===== config.mk =====
export PLATFORM = sky130hd
export DESIGN_NAME = synth_serial_program_port
export DESIGN_NICKNAME = d
export VERILOG_FILES = /design/src/logic/synth_spi_pkg.sv /design/src/logic/synth_serial_program_port.sv /design/src/logic/synth_sync2.sv
export SDC_FILE = /design/constraint.sdc
export NUM_CORES = 1
export LEC_CHECK = 0
export BUFFER_PORTS_ARGS = -buffer_cell sky130_fd_sc_hd__buf_2
export CAP_MARGIN = 20
export CORE_UTILIZATION = 56
export CTS_CLUSTER_SIZE = 16
export DETAILED_ROUTE_END_ITERATION = 10
export GPL_TIMING_DRIVEN = 0
export PLACE_DENSITY = 0.84
export SYNTH_ARGS = -nofsm -noshare
export SYNTH_HDL_FRONTEND = slang
export SYNTH_SLANG_ARGS = --single-unit

===== constraint.sdc =====
create_clock -name I_CLK_SYS -period 3.2 [get_ports I_CLK_SYS]
set_input_delay 0.16 -clock I_CLK_SYS [delete_from_list [all_inputs] [get_ports I_CLK_SYS]]
set_output_delay 0.16 -clock I_CLK_SYS [all_outputs]
set_load 0.02 [all_outputs]

===== src/logic/synth_spi_pkg.sv =====
// Purpose: shared constants and types for the synthesizer serial programming port
// Assumes: one system clock; serial pins arrive asynchronously
// Notes:   word length and select width are plain defaults, adjustable by parameter; field positions are fixed
package synth_spi_pkg;

  localparam int       DEF_WORD_W    = 24;
  localparam int       DEF_SEL_W     = 4;
  localparam int       SYNC_STAGES   = 2;
  localparam int       FIRST_CFG_IDX = 0;
  localparam int       PWR_REG_IDX   = 1;
  localparam int       PWR_LSB       = 4;
  localparam int       PWR_W         = 4;
  localparam int       MUX_REG_IDX   = 2;
  localparam int       MUX_LSB       = 4;
  localparam int       MUX_W         = 2;
  localparam logic     REG_RST_BIT   = 1'b0;
  localparam logic     LOCK_RST      = 1'b0;
  localparam logic [PWR_W-1:0] PWR_OFF = 4'h0;

  typedef struct packed {
    logic ser_data;
    logic ser_clk;
    logic latch_load_strobe;
    logic chip_enable;
    logic pll_locked;
  } pins_type;

  localparam int PINS_W = $bits(pins_type);

  typedef enum logic [MUX_W-1:0] {
    MUX_LOW,
    MUX_LOCK,
    MUX_HIGH,
    MUX_RELOCK
  } mux_mode_type;

endpackage : synth_spi_pkg


===== src/logic/synth_serial_program_port.sv =====
// Purpose: three-wire serial programming port with register file, power and lock mux
// Assumes: serial clock well below system clock, pins asynchronous to I_CLK_SYS
// Notes:   register file is flip-flops indexed by the trailing select field
// What this block does
// RQ1: shift serial data into the shift register on each serial clock rising edge.
// RQ2: words arrive most significant bit first and are read in that order.
// RQ3: last bits shifted before the strobe select the destination register.
// RQ4: strobe rising edge copies shift register into the selected register.
// RQ5: chip enable high powers functions per stored power control bits.
// RQ6: host rewrites the first configuration register after raising chip enable.
// RQ7: push-pull multiplexed output can show the pll lock condition.
// RQ8: host keeps strobe low while shifting and raises it after the last bit.
module synth_serial_program_port
  import synth_spi_pkg::*;
#(
  parameter int WORD_W = synth_spi_pkg::DEF_WORD_W,
  parameter int SEL_W  = synth_spi_pkg::DEF_SEL_W
) (
  input  wire logic                                 I_CLK_SYS,
  input  wire logic                                 I_RESET,
  input  wire logic                                 I_SER_DATA,
  input  wire logic                                 I_SER_CLK,
  input  wire logic                                 I_LATCH_LOAD_STROBE,
  input  wire logic                                 I_CHIP_ENABLE,
  input  wire logic                                 I_PLL_LOCKED,
  output logic                                      O_LOCK_MONITOR_OUTPUT,
  output logic [synth_spi_pkg::PWR_W-1:0]           O_POWER_EN,
  output logic                                      O_RELOCK_PENDING,
  output logic [(2**SEL_W)-1:0][WORD_W-1:0]         O_CFG_REGS
);

  import synth_spi_pkg::*;

  localparam int NUM_REGS = 2**SEL_W;

  if (SEL_W < 1 || SEL_W >= WORD_W) begin : g_bad_sel
    $error("select width must be at least one and below the word width");
  end
  if (PWR_REG_IDX >= NUM_REGS || MUX_REG_IDX >= NUM_REGS) begin : g_bad_idx
    $error("control register index outside the register file");
  end
  if (PWR_LSB + PWR_W > WORD_W || MUX_LSB + MUX_W > WORD_W) begin : g_bad_field
    $error("control field does not fit in the word");
  end

  // pin synchronisation
  pins_type pins_async;
  pins_type pins_s;
  logic [PINS_W-1:0] pins_sync_vec;

  always_comb begin
    pins_async.ser_data          = I_SER_DATA;
    pins_async.ser_clk           = I_SER_CLK;
    pins_async.latch_load_strobe = I_LATCH_LOAD_STROBE;
    pins_async.chip_enable       = I_CHIP_ENABLE;
    pins_async.pll_locked        = I_PLL_LOCKED;
    pins_s                       = pins_type'(pins_sync_vec);
  end

  synth_sync2 #(
    .W (PINS_W)
  ) u_sync (
    .i_clk   (I_CLK_SYS),
    .i_reset (I_RESET),
    .i_async (pins_async),
    .o_sync  (pins_sync_vec)
  );

  // edge history
  logic sclk_prev_q;
  logic sclk_prev_d;
  logic latch_prev_q;
  logic latch_prev_d;
  logic ce_prev_q;
  logic ce_prev_d;
  logic sclk_rise;
  logic latch_rise;
  logic ce_rise;

  always_comb begin
    sclk_prev_d  = pins_s.ser_clk;
    latch_prev_d = pins_s.latch_load_strobe;
    ce_prev_d    = pins_s.chip_enable;
    sclk_rise    = pins_s.ser_clk && !sclk_prev_q;
    latch_rise   = pins_s.latch_load_strobe && !latch_prev_q;
    ce_rise      = pins_s.chip_enable && !ce_prev_q;
  end

  always_ff @(posedge I_CLK_SYS) begin
    if (I_RESET) begin
      sclk_prev_q  <= 1'b0;
      latch_prev_q <= 1'b0;
      ce_prev_q    <= 1'b0;
    end else begin
      sclk_prev_q  <= sclk_prev_d;
      latch_prev_q <= latch_prev_d;
      ce_prev_q    <= ce_prev_d;
    end
  end

  // shift register
  logic [WORD_W-1:0] shift_q;
  logic [WORD_W-1:0] shift_d;
  logic [SEL_W-1:0]  sel;

  always_comb begin
    shift_d = shift_q;
    if (sclk_rise) begin
      shift_d = {shift_q[WORD_W-2:0], pins_s.ser_data}; // see RQ1 see RQ2
    end
    sel = shift_q[SEL_W-1:0]; // see RQ3
  end

  always_ff @(posedge I_CLK_SYS) begin
    if (I_RESET) begin
      shift_q <= {WORD_W{REG_RST_BIT}};
    end else begin
      shift_q <= shift_d;
    end
  end

  // register file
  logic [NUM_REGS-1:0][WORD_W-1:0] regs_q;
  logic [NUM_REGS-1:0][WORD_W-1:0] regs_d;

  for (genvar g = 0; g < NUM_REGS; g++) begin : g_reg
    always_comb begin
      regs_d[g] = regs_q[g];
      if (latch_rise && (sel == SEL_W'(g))) begin
        regs_d[g] = shift_q; // see RQ4
      end
    end

    always_ff @(posedge I_CLK_SYS) begin
      if (I_RESET) begin
        regs_q[g] <= {WORD_W{REG_RST_BIT}};
      end else begin
        regs_q[g] <= regs_d[g];
      end
    end
  end

  // power, relock and lock monitor
  logic [PWR_W-1:0] pwr_field;
  logic [PWR_W-1:0] pwr_q;
  logic [PWR_W-1:0] pwr_d;
  logic             relock_q;
  logic             relock_d;
  logic             first_write;
  logic             lock_out_q;
  logic             lock_out_d;
  mux_mode_type     mux_mode;

  always_comb begin
    pwr_field   = regs_q[PWR_REG_IDX][PWR_LSB +: PWR_W];
    pwr_d       = pins_s.chip_enable ? pwr_field : PWR_OFF; // see RQ5
    first_write = latch_rise && (sel == SEL_W'(FIRST_CFG_IDX));
    relock_d    = relock_q;
    if (first_write) begin
      relock_d = 1'b0;
    end
    if (ce_rise) begin
      relock_d = 1'b1; // see RQ6
    end
    mux_mode = mux_mode_type'(regs_q[MUX_REG_IDX][MUX_LSB +: MUX_W]);
    unique case (mux_mode)
      MUX_LOW: begin
        lock_out_d = 1'b0;
      end
      MUX_LOCK: begin
        lock_out_d = pins_s.pll_locked; // see RQ7
      end
      MUX_HIGH: begin
        lock_out_d = 1'b1;
      end
      MUX_RELOCK: begin
        lock_out_d = relock_q;
      end
    endcase
  end

  always_ff @(posedge I_CLK_SYS) begin
    if (I_RESET) begin
      pwr_q      <= PWR_OFF;
      relock_q   <= 1'b0;
      lock_out_q <= LOCK_RST;
    end else begin
      pwr_q      <= pwr_d;
      relock_q   <= relock_d;
      lock_out_q <= lock_out_d;
    end
  end

  assign O_LOCK_MONITOR_OUTPUT = lock_out_q;
  assign O_POWER_EN            = pwr_q;
  assign O_RELOCK_PENDING      = relock_q;
  assign O_CFG_REGS            = regs_q;
endmodule : synth_serial_program_port


===== src/logic/synth_sync2.sv =====
// Purpose: two-flop synchroniser for a vector of independent asynchronous levels
// Assumes: each bit is a slow level; no bus coherency across bits
// Notes:   first stage feeds only the second stage
module synth_sync2 #(
  parameter int W = 1
) (
  input  wire logic         i_clk,
  input  wire logic         i_reset,
  input  wire logic [W-1:0] i_async,
  output logic      [W-1:0] o_sync
);

  logic [W-1:0] meta_q;
  logic [W-1:0] meta_d;
  logic [W-1:0] sync_q;
  logic [W-1:0] sync_d;

  always_comb begin
    meta_d = i_async;
    sync_d = meta_q;
  end

  always_ff @(posedge i_clk) begin
    if (i_reset) begin
      meta_q <= '0;
      sync_q <= '0;
    end else begin
      meta_q <= meta_d;
      sync_q <= sync_d;
    end
  end

  assign o_sync = sync_q;

endmodule : synth_sync2


==> results.md <==
* Worst Hold Class: input pin to flop
* Via count at between 10000 and 15000
* CP endpoint kind: flop
* CTS tree: built
* Vias in the first global route at 12100
* Final hold violation count at 0
* PnR Total Power at 10.6 mW
* Layout cells sized above 1 at 26.5%
* Synth Cell Area at 15500 µm²
* Max_slew headroom at 49.5%
* Post-DP HPWL at ~34000 µm
* Yosys top cell area share at between 50% and 60%
* Sum Neg Setup Slack at 0 ps
* Skew final at 10.5 ps
* Number of distinct library cells after synthesis at 25
* Clock Tree Root: clkbuf_16
* #FFs+latches synth at 427
* Clk buf depth at 3
* Adder-cell share of the synthesized area at 0%
* Clock tree sinks at 427
* Total CTS buffers at 43
* Die H at roughly 170 µm
* Highest clock rate at between 400 and 500 MHz
* Layout Nets at 1899
* Post-synthesis compound-gate area fraction at under 10%
* Static leakage at 10.3 nW
* Critical path peak fanout at 10
* Initial Utilization at 57.3%
* Register-to-register setup slack at 1060 ps
* Drt wl/cell at 20.3 µm
* Area Overhead vs Synth at 25.3%
* H-tree levels at 2
* Synth area leaders: dfxtp_1, mux2i_1, nand2b_1
* Worst skew pair latency at 530 ps
* Power Density at 543 nW/µm²
* Tmin final at 2140 ps
* Cell taking the most area after synthesis: dfxtp_1
* CTS clk-pin slew, worst paths at 60 ps
* CP arrival at 2510 ps
* Status: complete, no violations
* Synth Instances at 1447
* Period utilization at 66.8%
* Drt first-iter violations at 752
* Final Slew Violations at 0
* Peak supply drop at roughly 0.41 mV
* Largest net degree at the start of global routing at 15
* Drc violations at 0
* Least-Margin Pin Slew at between 700 and 800 ps
* Worst Path Required at approximately 3600 ps
* Routability cong. at a little under 0.9
* Port Buf Inserts at 395
* GRT Overall Usage at a little under a third
* Sequential share of the synthesized area at between 50 and 60%
* Crit Path Category: flop to flop
* Total grt overflow at 0
* Main combinational cell family by area after synthesis: multiplexers
* Vias per inst at 5.28
* Count of final setup violators at 0
* YS warnings at 0
* Initial antenna violation count at 0
* Post-CTS repair timing setup buffer count at 0
* IO Count at 397
* DR pass1 iterations at 5
* CP Launch Type: flop
* Post-synthesis mux area share at 19.3%
* Synthesized area per cell at around 11 µm²
* First-pass GRT wire length at 69500 µm
* Synth Area in XOR/XNOR at 0%
* DIE WIDTH at 169 µm
* N_diodes at 0
* Simple logic cell fraction of the synthesized area at about a fifth
* RSZ-0062 raised after global routing: false
* Post-synth net total at 1454
* Row cnt at 60
* Antenna Nets Post-Route at 0
* Die area at 28400 µm²
* Core Box Area at 27100 µm²
* Routed WL at about 47000 µm
* Max-cap violations at 0
-- where the power goes --
group	internal, mW	total, mW	switching (mW)
combinational	0.0928	0.219	0.126
sequential	5.32	5.33	0.00371
clock	2.97	5.03	2.05
-- through the flow --
step           area (µm²)  util [%]  setup WS, ps  hold slack (ps)  instances
3_3_place_gp        18000      66.4          1090              377       2214
4_1_cts             19500      71.8          1090              279       2297
5_1_grt             19500      71.8           991              315       2297
3_5_place_dp        18000      66.4          1020              375       2214
2_1_floorplan       15500         -          1650              288       1447
6_report            19500      71.8          1060              297       2297
-- path summary, 6_finish.rpt --
check,startpoint,end,cells past startpoint
max reg2reg,shift_q[0],O_CFG_REGS[112],5
max,shift_q[0],O_CFG_REGS[112],5
min,I_RESET,O_CFG_REGS[8],3
min reg2reg,u_sync.meta_q[0],u_sync.o_sync[0],1
-- synthesized netlist by cell type --
| master | n |
|---|---|
| nor4bb_1 | 2 |
| nand3_1 | 21 |
| and3b_1 | 25 |
| nor4b_4 | 1 |
| nand3b_1 | 1 |
| dfxtp_1 | 427 |
| nand2_2 | 1 |
| nor3_2 | 1 |
| nor3b_1 | 7 |
| or4b_1 | 1 |
| nor2_1 | 23 |
| mux2i_1 | 300 |
| nand2_1 | 58 |
| and4b_1 | 1 |
| nand3_2 | 3 |
| inv_1 | 14 |
| and2_1 | 4 |
| nor2b_1 | 15 |
| o32ai_1 | 1 |
| buf_4 | 1 |
| clkbuf_1 | 81 |
| buf_2 | 38 |
| nand2b_1 | 323 |
| a21oi_1 | 77 |
| o21ai_0 | 21 |
-- logic make-up (layout without fill, tap and decap cells) --
group                  count (synthesis)  count (layout)
AOI/OAI and AO/OA                     99              99
buffers and inverters                134             612
and+or+nand+nor                      487             487
muxes                                300             300
DFF                                  427             427
-- worst max-delay path, stage by stage, from the launching register on --
cell and delay (ps):
dfxtp_1 310, buf_2 190, nor2_1 570, nand2_1 390, buf_2 360, mux2i_1 160
-- cell type report --
cell class,instances,area (µm²)
inverters,14,52.6
repair buffers,400,2030
multi-input cells,886,6440
fillers,1988,7630
clock buffers,66,1350
well taps,372,465
clock inverters,12,91.3
flip-flops and latches,427,8550
plain buffers,120,502
-- what timing repair did --
action	CTS	global route
hold buffers	5	0
gates resized for setup	0	0
endpoints found under the hold margin	5	0
setup endpoints to repair	0	0
-- sequential cells by signal, summed over array words and instances, names as in the netlist --
| name | flops |
|---|---|
| O_RELOCK_PENDING | 1 |
| O_POWER_EN | 4 |
| shift_q | 24 |
| latch_prev_q | 1 |
| O_LOCK_MONITOR_OUTPUT | 1 |
| ce_prev_q | 1 |
| u_sync.meta_q | 5 |
| sclk_prev_q | 1 |
| u_sync.o_sync | 5 |
| O_CFG_REGS | 384 |
-- routing by layer --
metal	routed length, µm	track usage [%]
met5	0	0
met4	1820	13.4
met3	3510	8.11
met2	22200	54.8
met1	19100	38.1
-- cell usage in the layout, fill, tap and decap left out, types with 7 or more instances in the layout --
cell	synthesis	final
nand2_1	58	58
nor3b_1	7	7
clkinv_2	0	9
and3b_1	25	25
clkbuf_1	81	88
nand3_1	21	21
o21ai_0	21	21
inv_1	14	14
a21oi_1	77	77
nand2b_1	323	323
mux2i_1	300	300
nor2_1	23	23
clkbuf_16	0	45
buf_2	38	433
clkbuf_8	0	14
dfxtp_1	427	427
nor2b_1	15	15
(Power assumes the default switching activity.)
